<file path="src/verilog/wdog_pkg.sv">
/*
  Shared constants and carrier types for the watchdog reset-source
  status and reload register block.
  Assumes an APB3 slave with 32-bit data, one register per word.
*/
package wdog_pkg;

  // Printed offsets are not word multiples: they are indices, byte = 4*idx
  localparam logic [11:0] IDX_RESET_SOURCE_CONTROL = 12'hff0;
  localparam logic [11:0] IDX_RELOAD_UPPER_BYTE = 12'hff1;
  localparam logic [11:0] IDX_RELOAD_HIGH_BYTE = 12'hff2;
  localparam logic [11:0] IDX_RELOAD_LOW_BYTE = 12'hff3;
  localparam int ADDR_W = 14;

  localparam int BIT_POR = 7;
  localparam int BIT_STOP = 6;
  localparam int BIT_WDT = 5;
  localparam int BIT_EXT = 4;
  localparam int BIT_SM = 0;

  localparam logic RST_SM = 1'b0;
  localparam logic [7:0] RST_RELOAD_BYTE = 8'hff;
  localparam logic [23:0] RST_COUNT = 24'hffffff;
  localparam logic [23:0] MIN_RELOAD = 24'h000004;

  // Reset and recovery causes, one pulse each
  typedef struct packed {
    logic power_on;
    logic ext_pin;
    logic wdt_run;
    logic debugger;
    logic debug_pin;
    logic stop_gpio;
    logic stop_wdt;
  } reset_cause_t;

  typedef struct packed {
    logic por;
    logic stop;
    logic wdt;
    logic external_reset_flag;
  } flags_t;

endpackage

</file>
<file path="src/verilog/wdog_status_reload.sv">
/*
  Watchdog reset-source flags, stop-mode configuration and 24-bit
  reload register set, reached over APB.
  Assumes cause inputs are synchronous pulses from the reset controller,
  the counter value comes from the timer on pclk, and stop_mode and the
  refresh strobe come from logic on the same clock.
*/
// Chosen here: register access over APB.
// Operation
// - The external-reset flag (bit 4) is set by an external pin reset.
// - That flag clears on power-on reset and on pin-change stop recovery.
// - Reading the control/status register clears the external flag.
// - Stop-mode bit 0 at 1 stops watchdog and oscillator in stop mode.
// - After an external pin reset only the external flag reads as set.
// - After a run-mode watchdog time-out only the watchdog flag is set.
// - Debugger reset or debug-pin wake leaves only the power-on flag.
// - A pin-change stop recovery leaves only the stop flag set.
// - A watchdog stop recovery sets both the stop and watchdog flags.
// - The refresh instruction loads the 24-bit reload into the counter.
// - Reload is upper byte 23:16, high byte 15:8, low byte 7:0.
// - Reload writes store a byte; reads return the live count byte.
// - The stop flag clears on power-on, run time-out and status read.
`timescale 1ns/1ps
`default_nettype none
module wdog_status_reload
  import wdog_pkg::*;
(
  input wire logic pclk,
  input wire logic presetn,
  input wire logic clk_en,
  input wire logic psel,
  input wire logic penable,
  input wire logic pwrite,
  input wire logic [ADDR_W-1:0] paddr,
  input wire logic [31:0] pwdata,
  output logic [31:0] prdata,
  output logic pready,
  output logic pslverr,
  input wire reset_cause_t cause,
  input wire logic refresh,
  input wire logic stop_mode,
  input wire logic [23:0] count_in,
  output logic [23:0] reload_value,
  output logic load_count,
  output logic wdt_run_en,
  output logic osc_run_en,
  output var flags_t flags
);

  localparam logic [ADDR_W-1:0] ADDR_CTL = {IDX_RESET_SOURCE_CONTROL, 2'b00};
  localparam logic [ADDR_W-1:0] ADDR_U = {IDX_RELOAD_UPPER_BYTE, 2'b00};
  localparam logic [ADDR_W-1:0] ADDR_H = {IDX_RELOAD_HIGH_BYTE, 2'b00};
  localparam logic [ADDR_W-1:0] ADDR_L = {IDX_RELOAD_LOW_BYTE, 2'b00};

  typedef enum logic [2:0] {
    SEL_NONE, SEL_CTL, SEL_U, SEL_H, SEL_L
  } reg_sel_t;

  function automatic reg_sel_t decode(input logic [ADDR_W-1:0] a);
    case (a)
      ADDR_CTL: decode = SEL_CTL;
      ADDR_U: decode = SEL_U;
      ADDR_H: decode = SEL_H;
      ADDR_L: decode = SEL_L;
      default: decode = SEL_NONE;
    endcase
  endfunction

  typedef enum logic [2:0] {
    EV_NONE,
    EV_POR,
    EV_EXT,
    EV_WDT_RUN,
    EV_STOP_WDT,
    EV_STOP_GPIO
  } event_t;

  // One winner per cycle; power-on class causes outrank all others
  function automatic event_t pick_event(input reset_cause_t c);
    if (c.power_on || c.debugger || c.debug_pin) begin
      pick_event = EV_POR;
    end else if (c.ext_pin) begin
      pick_event = EV_EXT;
    end else if (c.wdt_run) begin
      pick_event = EV_WDT_RUN;
    end else if (c.stop_wdt) begin
      pick_event = EV_STOP_WDT;
    end else if (c.stop_gpio) begin
      pick_event = EV_STOP_GPIO;
    end else begin
      pick_event = EV_NONE;
    end
  endfunction

  // Flag image each event leaves behind; unnamed flags read as zero
  function automatic flags_t event_flags(input event_t ev);
    event_flags = '0;
    case (ev)
      EV_POR: begin
        event_flags.por = 1'b1;
      end
      EV_EXT: begin
        event_flags.external_reset_flag = 1'b1;
      end
      EV_WDT_RUN: begin
        event_flags.wdt = 1'b1;
      end
      EV_STOP_WDT: begin
        event_flags.stop = 1'b1;
        event_flags.wdt = 1'b1;
      end
      EV_STOP_GPIO: begin
        event_flags.stop = 1'b1;
      end
      default: begin
        event_flags = '0;
      end
    endcase
  endfunction

  function automatic logic [1:0] byte_index(input reg_sel_t s);
    case (s)
      SEL_U: byte_index = 2'h0;
      SEL_H: byte_index = 2'h1;
      SEL_L: byte_index = 2'h2;
      default: byte_index = 2'h3;
    endcase
  endfunction

  function automatic logic [7:0] count_byte(
    input logic [23:0] c,
    input logic [1:0] i
  );
    case (i)
      2'h0: count_byte = c[23:16];
      2'h1: count_byte = c[15:8];
      2'h2: count_byte = c[7:0];
      default: count_byte = 8'h00;
    endcase
  endfunction

  // Reserved bits 3:1 always read as zero
  function automatic logic [7:0] ctl_image(input flags_t f, input logic sm);
    ctl_image = {f, 3'b000, sm};
  endfunction

  // Watchdog and oscillator share one stop condition
  function automatic logic run_allowed(input logic stop, input logic sm);
    run_allowed = ~(stop & sm);
  endfunction

  logic [7:0] reload_r [3];
  logic sm_r;

  logic por_r;
  logic stop_r;
  logic wdt_r;
  logic ext_r;

  logic access;
  logic setup;
  logic wr_en;
  logic rd_ctl;
  reg_sel_t sel;
  logic [1:0] byte_idx;

  event_t event_now;
  flags_t ev_flags;
  logic [7:0] rd_byte;
  logic [23:0] reload_nxt;

  // Zero-wait slave: the access phase completes in its first cycle
  assign access = psel & penable & clk_en;
  assign setup = psel & ~penable;
  assign sel = decode(paddr);
  assign byte_idx = byte_index(sel);
  assign wr_en = access & pwrite;
  assign rd_ctl = access & ~pwrite & (sel == SEL_CTL);
  assign event_now = pick_event(cause);
  assign ev_flags = event_flags(event_now);
  assign reload_nxt = {reload_r[0], reload_r[1], reload_r[2]};
  assign flags = '{por: por_r, stop: stop_r, wdt: wdt_r, external_reset_flag: ext_r};

  // Byte registers, index 0 upper, 1 high, 2 low
  for (genvar g = 0; g < 3; g++) begin : g_reload
    always_ff @(posedge pclk or negedge presetn) begin
      if (!presetn) begin
        reload_r[g] <= RST_RELOAD_BYTE;
      end else if (wr_en && byte_idx == 2'(g)) begin
        // No check on minimum value, software's duty
        reload_r[g] <= pwdata[7:0];
      end
    end
  end

  // Reserved bits 3:1 are not stored, so a nonzero write is harmless
  always_ff @(posedge pclk or negedge presetn) begin
    if (!presetn) begin
      sm_r <= RST_SM;
    end else if (wr_en && sel == SEL_CTL) begin
      sm_r <= pwdata[BIT_SM];
    end
  end

  // Power-on indicator; a status read leaves it standing
  always_ff @(posedge pclk or negedge presetn) begin
    if (!presetn) begin
      por_r <= 1'b0;
    end else if (clk_en) begin
      if (event_now != EV_NONE) begin
        por_r <= ev_flags.por;
      end
    end
  end

  // Cause events outrank a read clear in the same cycle
  always_ff @(posedge pclk or negedge presetn) begin
    if (!presetn) begin
      stop_r <= 1'b0;
    end else if (clk_en) begin
      if (event_now != EV_NONE) begin
        stop_r <= ev_flags.stop;
      end else if (rd_ctl) begin
        stop_r <= 1'b0;
      end
    end
  end

  // Watchdog indicator; a status read leaves it standing
  always_ff @(posedge pclk or negedge presetn) begin
    if (!presetn) begin
      wdt_r <= 1'b0;
    end else if (clk_en) begin
      if (event_now != EV_NONE) begin
        wdt_r <= ev_flags.wdt;
      end
    end
  end

  always_ff @(posedge pclk or negedge presetn) begin
    if (!presetn) begin
      ext_r <= 1'b0;
    end else if (clk_en) begin
      if (event_now != EV_NONE) begin
        ext_r <= ev_flags.external_reset_flag;
      end else if (rd_ctl) begin
        ext_r <= 1'b0;
      end
    end
  end

  always_ff @(posedge pclk or negedge presetn) begin
    if (!presetn) begin
      load_count <= 1'b0;
    end else if (clk_en) begin
      load_count <= refresh;
    end
  end

  always_ff @(posedge pclk or negedge presetn) begin
    if (!presetn) begin
      reload_value <= RST_COUNT;
    end else if (clk_en) begin
      reload_value <= reload_nxt;
    end
  end

  always_ff @(posedge pclk or negedge presetn) begin
    if (!presetn) begin
      wdt_run_en <= 1'b1;
    end else if (clk_en) begin
      wdt_run_en <= run_allowed(stop_mode, sm_r);
    end
  end

  always_ff @(posedge pclk or negedge presetn) begin
    if (!presetn) begin
      osc_run_en <= 1'b1;
    end else if (clk_en) begin
      osc_run_en <= run_allowed(stop_mode, sm_r);
    end
  end

  always_comb begin
    rd_byte = 8'h00;
    case (sel)
      SEL_CTL: begin
        rd_byte = ctl_image(flags, sm_r);
      end
      SEL_U, SEL_H, SEL_L: begin
        rd_byte = count_byte(count_in, byte_idx);
      end
      default: begin
        rd_byte = 8'h00;
      end
    endcase
  end

  // Read data is registered at the setup edge so it stands in access
  always_ff @(posedge pclk or negedge presetn) begin
    if (!presetn) begin
      prdata <= '0;
    end else if (clk_en) begin
      if (setup) begin
        prdata <= {24'h000000, rd_byte};
      end else begin
        prdata <= '0;
      end
    end
  end

  always_ff @(posedge pclk or negedge presetn) begin
    if (!presetn) begin
      pslverr <= 1'b0;
    end else if (clk_en) begin
      if (setup) begin
        pslverr <= (sel == SEL_NONE);
      end else begin
        pslverr <= 1'b0;
      end
    end
  end

  // pready drops for a cycle after the clock enable holds the block
  always_ff @(posedge pclk or negedge presetn) begin
    if (!presetn) begin
      pready <= 1'b0;
    end else begin
      pready <= clk_en;
    end
  end

endmodule
`default_nettype wire

</file>
<file path="config.mk">
export PLATFORM = sky130hd
export DESIGN_NAME = wdog_status_reload
export DESIGN_NICKNAME = d
export VERILOG_FILES = /design/src/verilog/wdog_pkg.sv /design/src/verilog/wdog_status_reload.sv
export SDC_FILE = /design/constraint.sdc
export NUM_CORES = 1
export LEC_CHECK = 0
export ABC_AREA = 1
export BUFFER_PORTS_ARGS = -buffer_cell sky130_fd_sc_hd__buf_2
export CORE_UTILIZATION = 39
export CTS_BUF_LIST = sky130_fd_sc_hd__clkbuf_4 sky130_fd_sc_hd__clkbuf_8 sky130_fd_sc_hd__clkbuf_16
export DETAILED_ROUTE_END_ITERATION = 8
export MAX_ROUTING_LAYER = met4
export PLACE_DENSITY = 0.76
export SLEW_MARGIN = 20
export SYNTH_ARGS = -nofsm -noshare
export SYNTH_HDL_FRONTEND = slang
export SYNTH_SLANG_ARGS = --single-unit
</file>
<file path="constraint.sdc">
create_clock -name pclk -period 2.3 [get_ports pclk]
set_input_delay 0.115 -clock pclk [delete_from_list [all_inputs] [get_ports pclk]]
set_output_delay 0.115 -clock pclk [all_outputs]
set_load 0.1 [all_outputs]
</file>
### After elaboration in Yosys (flattened, before gate mapping)

Cells that the tools add are included.

* flip-flop bits (word level): 89
* output and inout port bits: 65

* eq/ne operators: 15
* multiplexer cells: 18
* bitwise logic cells: 10
* reductions and logical operators: 15

Operator list (number)
* $eq 14x14->1 const B: 4
* $pmux 8 s3: 1
* $pmux 8 s2: 1
* $mux 3: 5
* $eq 3x2->1 const B: 4
* $pmux 3 s4: 1
* $eq 3x3->1 const B: 3
* $mux 1: 8
* $mux 8: 1
* $and 1x1->1: 7
* $eq 3x1->1 const B: 2
* $pmux 2 s3: 1
* $logic_and 1x1->1: 4
* $reduce_and 2->1: 2
* $reduce_or 2->1: 2
* $logic_not 3->1: 1
* $not 1->1: 3
* $reduce_bool 3->1: 1
* $reduce_or 3->1: 1
* $eq 2x1->1 const B: 1
* $eq 2x2->1 const B: 1
* $logic_not 2->1: 1
* $logic_or 1x1->1: 2
* $reduce_bool 2->1: 1

### Longest topological paths before layout

Gate-level depths: netlist of run 1.

* word-level depth: 9
* mapped depth: 10

### Least setup slack after synthesis of run 1

No wires, ideal clock.

* path type: flip-flop to output port
* start: register osc_run_en (netlist name)
* end: output wdt_run_en
* data arrival time: 1227 ps
* required time: 2185 ps
* path slack: 958 ps
* cell stages (with the launch flop): 2
* path buffers: 1
* path through: dfstp_2 -> buf_4

RTL lines
* end, declared: RTL line wdog_status_reload.sv:45 `output logic wdt_run_en,`

### Final worst setup path of run 1

* start: register reload_value[18]
* end: output reload_value[18]

RTL lines
* start, declared: RTL line wdog_status_reload.sv:43 `output logic [23:0] reload_value,`
* start signal, assigned: RTL line wdog_status_reload.sv:264 `reload_value <= reload_nxt;`

No word-level cell between the ends.

==> results.md, run 1 <==
* Outcome: completed
* Commonest cells post-synth: 153 x nand2_1, 49 x dfstp_2, 30 x buf_4
* Period minus WS final at 1420 ps
* Worst EP required at 2180 ps
* Clock insertion delay at the later pin of the skew report at 330 ps
* Clock transition at the registers of the reported paths at 70 ps
* Seq/Total Area, Yosys at 50.4%
* Total global routing overflow at 0
* Final Cycle Share at 62.0%
* # rows at 33
* Synth Flop Type: dfstp_2
* Leakage at 0.00219 uW
* Crit Reg-Reg Startpoint: osc_run_en$_DFFE_PN1P_
* First-pass GRT wire length at 12400 um
* CP cell instances: buf_2
* Pin count of the biggest net entering global routing at 37
* ANT cells at 0
* Slowest cell on the critical path: dfstp_2
* Top cell type by total area after synthesis: dfstp_2
* Post-CTS Setup Bufs at 0
* Min-Delay Path Class: input port to flop
* Synth Area in Adders at 0%
* Synth top area share at 38.5%
* Worst hold start: pwdata[2]
* CP Capture Type: primary output
* CP Depth at 1
* Drt pass-1 iters at 4
* Placer congestion estimate at 0.897
* DP Worst Slack at 842 ps
* Worst-margin pin slew at 949 ps
* Die Span X at 94.6 um
* Clock Tree Root: clkbuf_8
* Hold Path Sink: reload_nxt[2]$_DFFE_PN1P_
* Via density at 4.63
* RSZ-0062 raised after global routing: false
* EDFF count, synth at 0
* Setup ws final at 875 ps
* Synthesis Warnings at 0
* Total power per unit cell area at 609 nW/um^2
* Post-DRT Antenna Nets at 0
* Worst Skew at 5.38 ps
* Layout Nets at 582
* Hold depth at 3
* Initial core utilization at 40.5%
* Synth Area in XOR/XNOR at 0%
* Core area at 8260 sq um
* Initial DRC Count at 149
* Layout cells sized above 1 at 40.8%
* Htree depth at 3
* Reg2Reg Capture Point: osc_run_en$_DFFE_PN1P_
* Cell family with most CP delay: flip-flops
* CTS tree: yes
* Startpoint types: flop
* Mux cell area share after synthesis at 0%
* Largest stage delay on the critical path at 540 ps
* Setup TNS at 0 ps
* Unique masters post-synth at 29
* Area Overhead vs Synth at 22.4%
* Syn Area/Cell at 8.56 sq um
* Worst relative slew slack at 36.6%
* Largest family of logic cells by synthesized area: simple AND/OR/NAND/NOR gates
* Simple-gate portion of the synthesized area at 30.6%
* Clk buf depth at 2
* Count leader, synth: nand2_1
* Fmax at 0.702 GHz
* TritonCTS Buffers at 9
* Die height at 94.6 um
* Asr flop ratio synth at 100%
* WS Path Type: flop to primary output
* Vias in the first global route at 2637
* Total global-route track usage at 18.5%
* FF+latch count, synth at 65
* Total Routed Length at 7360 um
* Port Buf Inserts at 101
* Crit path buf inv count at 1
* Via count at 2812
* Pins Over Slew Limit at 0
* Gate Count Post-Synth at 391
* Post_cts resized at 0
* Final setup fails at 0
* Wire per inst at 12.1 um
* IO Count at 150
* Dominant cells by area after synthesis: dfstp_2 38%, nand2_1 17%, dfrtp_1 12%
* Final Hold Viols at 0
* Worst Path Max Fanout at 2
* VDD IR max at 0.239 mV
* Cell Area, Synth at 3350 sq um
* Clock sink total at 65
* Synth Area in Compound Gates at 7.29%
* Fill count at 793
* Maxcap violations at 0
* Cell count of the worst reg-to-reg path at 2
* Critical path data arrival time at 1310 ps
* Hpwl dp at 5460 um
* Die Area at 8960 sq um
* R2R Setup Slk at 1480 ps
* Drt drc at 0
* Initial antenna violation count at 0
## power by group
group,switching (uW),internal (uW),total [uW]
logic,357,72.3,430
clock network,424,479,903
registers,5.63,1160,1160
total,787,1710,2500
## placed cells by master (no fill, tap or decap), drive strengths merged
master         n
dfrtp         16
dfstp         49
clkinvlp       1
nand3b         1
buf          103
a31oi          5
nand2        159
a21oi          2
nor2          26
inv           26
o21ai         27
o21a           1
clkbuf        12
nand3         15
nor3           3
conb          24
clkinv         4
nand4         19
dlygate4sd3    9
## repair_timing
action                                 CTS  global route
setup endpoints to repair                0             0
hold buffers                             9             0
endpoints found under the hold margin    9             0
## kinds of logic after synthesis
logic type | after synthesis
DFF | 65
and+or+nand+nor | 223
buffers and inverters | 67
AOI/OAI and AO/OA | 35
other | 1
## cell type report
type | instances | area [sq um] | area share [%]
Sequential cell | 65 | 1690 | 41.2
Multi-Input combinational cell | 282 | 1360 | 33.2
Timing Repair Buffer | 112 | 623 | 15.2
Clock buffer | 12 | 164 | 4.00
Tap cell | 105 | 131 | 3.21
Inverter | 27 | 106 | 2.60
Clock inverter | 4 | 26.3 | 0.641
## layer usage
layer	up-vias	global-route usage (%)	routed length, um
li1	1405	-	-
met5	-	-	0
met4	0	8.59	106
met3	8	4.03	419
met2	79	28.4	3560
met1	1320	23.2	3280
## metrics by stage
step	std cells	cell area [sq um]	power [uW]	hold slack [ps]	util [%]
after floorplan	414	3430	1530	-181	-
after global placement	582	3820	1590	176	46.2
after detailed placement	582	3820	1600	179	46.2
after CTS	607	4100	2520	2.80	49.6
after global routing	607	4100	2600	0.138	49.6
final	607	4100	2500	7.39	49.6
## worst max-delay path by stage
| stage | from | slack, ps | endpoint |
|---|---|---|---|
| global placement | paddr[5] | 910 | prdata[1]$_DFFE_PN0P_ |
| finish | reload_value[18]$_DFFE_PN1P_ | 880 | reload_value[18] |
| detailed placement | clk_en | 840 | reload_nxt[19]$_DFFE_PN1P_ |
| global route | osc_run_en$_DFFE_PN1P_ | 830 | osc_run_en |
| floorplan | osc_run_en$_DFFE_PN1P_ | 960 | wdt_run_en |
| CTS | reload_value[18]$_DFFE_PN1P_ | 860 | reload_value[18] |
No activity file was read; power rests on OpenSTA's default activity.
==> run 2: changes to the inputs <==
- clock period: 2.3 -> 1.4 ns (I/O delays scaled with it)
==> run 2 against run 1 <==
Effect of this change: sequential share of layout area is 0.97 points lower; flip-flop and latch count stayed put; clock power is 78% higher; non-clock buffer count is 10 higher; first-iteration DRC count is 1.3% higher; power is 70% higher; global-route usage is 0.073 points lower; die area stayed put; design area is 2.4% higher; sequential power is 65% higher; largest cell class unchanged; critical path depth stayed put; largest power group unchanged; routed wire length is 0.22% higher.
==> results.md, run 2 (synthesis gave the netlist of run 1 again) <==
* Critical path data arrival time at 1290 ps
* Total power at 4250 uW
* Clock sink total at 65
* Fill count at 785
* Core area at 8260 sq um
* # rows at 33
* Outcome: completed
* Wire per inst at 12.0 um
* Crit path buf inv count at 1
* Final Hold Viols at 0
* Top layer in use: met4
* Maxcap violations at 0
* Initial core utilization at 40.5%
* Clock insertion delay at the later pin of the skew report at 330 ps
* Hold Path Sink: prdata[5]$_DFFE_PN0P_
* Port Buf Inserts at 101
* CP Capture Type: primary output
* Met2 wire len at 3630 um
* VDD IR max at 0.642 mV
* Post-DRT Antenna Nets at 0
* R2R Setup Slk at 600 ps
* Drt pass-1 iters at 4
* Pin count of the biggest net entering global routing at 50
* Total power per unit cell area at 1010 nW/um^2
* Area Overhead vs Synth at 25.4%
* Total global routing overflow at 0
* ANT cells at 0
* Clk pwr share at 37.9%
* CP cell instances: buf_2
* Die Span X at 94.6 um
* Cell family with most CP delay: flip-flops
* Period minus WS final at 1360 ps
* WS Path Type: flop to primary output
* Final Cycle Share at 97.0%
* Drt drc at 0
* Vias in the first global route at 2771
* Worst hold start: count_in[5]
* Most common cell after layout, fill and taps aside: nand2_1
* Internal power at 2990 uW
* Pins Over Slew Limit at 0
* Die Area at 8960 sq um
* Leakage at 0.00224 uW
* Comb power frac at 17.1%
* TritonCTS Buffers at 9
* Cell count of the worst reg-to-reg path at 4
* Most frequent cells in the layout: 153 x nand2_1, 99 x buf_2, 49 x dfstp_2
* Clock transition at the registers of the reported paths at 70 ps
* Via density at 4.65
* Sw Pwr at 1260 uW
* Placer congestion estimate at 0.882
* Slowest cell on the critical path: dfstp_2
* Initial antenna violation count at 0
* Initial DRC Count at 151
* Final setup fails at 0
* Layout Nets at 592
* Total global-route track usage at 18.4%
* IO Count at 150
* Clock Tree Root: clkbuf_8
* Layout cells sized above 1 at 41.5%
* Clk buf depth at 2
* Total Routed Length at 7380 um
* Startpoint types: flop
* Via count at 2865
* Fmax at 0.737 GHz
* Worst Skew at 6.61 ps
* Sequential power share at 45.0%
* Min-Delay Path Class: input port to flop
* Setup TNS at 0 ps
* Worst EP required at 1330 ps
* Hpwl dp at 5590 um
* Htree depth at 3
* Final hold slack at 56.7 ps
* Die height at 94.6 um
* First-pass GRT wire length at 12600 um
* CTS tree: yes
* Reg2Reg Capture Point: prdata[0]$_DFFE_PN0P_
* Post-CTS Setup Bufs at 0
* Post-Route M1 WL at 3210 um
* Hold depth at 5
* RSZ-0062 raised after global routing: false
* Switching Share at 29.6%
* Worst Path Max Fanout at 2
* Routed wl met3 at 397 um
* Crit Reg-Reg Startpoint: sm_r$_DFFE_PN0P_
* Largest stage delay on the critical path at 530 ps
## run 2: metrics by stage
stage	setup slack, ps	std cells	area, sq um	utilization, %
floorplan	103	414	3430	-
global placement	177	590	3880	47.0
detailed placement	124	590	3880	47.0
CTS	16.8	616	4190	50.8
global route	2.09	616	4200	50.8
finish	42.5	616	4200	50.8
## run 2: how the worst max path moves through the flow
stage                                            start  depth (start not counted)  slack (ps)                         to
after floorplan                 osc_run_en$_DFFE_PN1P_                          1         100                 wdt_run_en
after global placement                       paddr[12]                          7         180  reload_nxt[0]$_DFFE_PN1P_
after detailed placement                     paddr[12]                          7         120  reload_nxt[0]$_DFFE_PN1P_
after CTS                       osc_run_en$_DFFE_PN1P_                          1          20                 wdt_run_en
after global routing       reload_value[5]$_DFFE_PN1P_                          1           2            reload_value[5]
final                     reload_value[10]$_DFFE_PN1P_                          1          40           reload_value[10]
## run 2: tightest hold or removal path: stages
cell and delay, ps:
buf_2 80, nand2_1 50, nand3_1 60, nand2_1 50
nand2_1 50
## run 2: per-layer routing
layer / vias to the layer above / global-route usage [%]
met1: 1339 / 22.1
met5: - / -
li1: 1432 / -
met2: 80 / 29.4
met3: 14 / 4.59
met4: 0 / 7.45
## run 2: cell type report
cell class              count  area, sq um  area share [%]
flip-flops and latches     65         1690            40.2
multi-input cells         282         1360            32.4
inverters                  27          106            2.53
well taps                 105          131            3.13
clock buffers              13          166            3.97
repair buffers            122          708            16.9
clock inverters             2         37.5           0.894
## run 2: power by group through the flow
stage	logic [uW]	clock network [uW]	registers, uW
after CTS	725	1650	1910
after global routing	772	1720	1910
after global placement	692	0	1940
final	725	1610	1910
after detailed placement	699	0	1940
after floorplan	506	0	2010
## run 2: repair_timing
item | CTS | global route
setup endpoints to repair | 0 | 2
hold endpoints to repair | 27 | 0
gates resized for setup | 0 | 2
hold buffers | 11 | 0
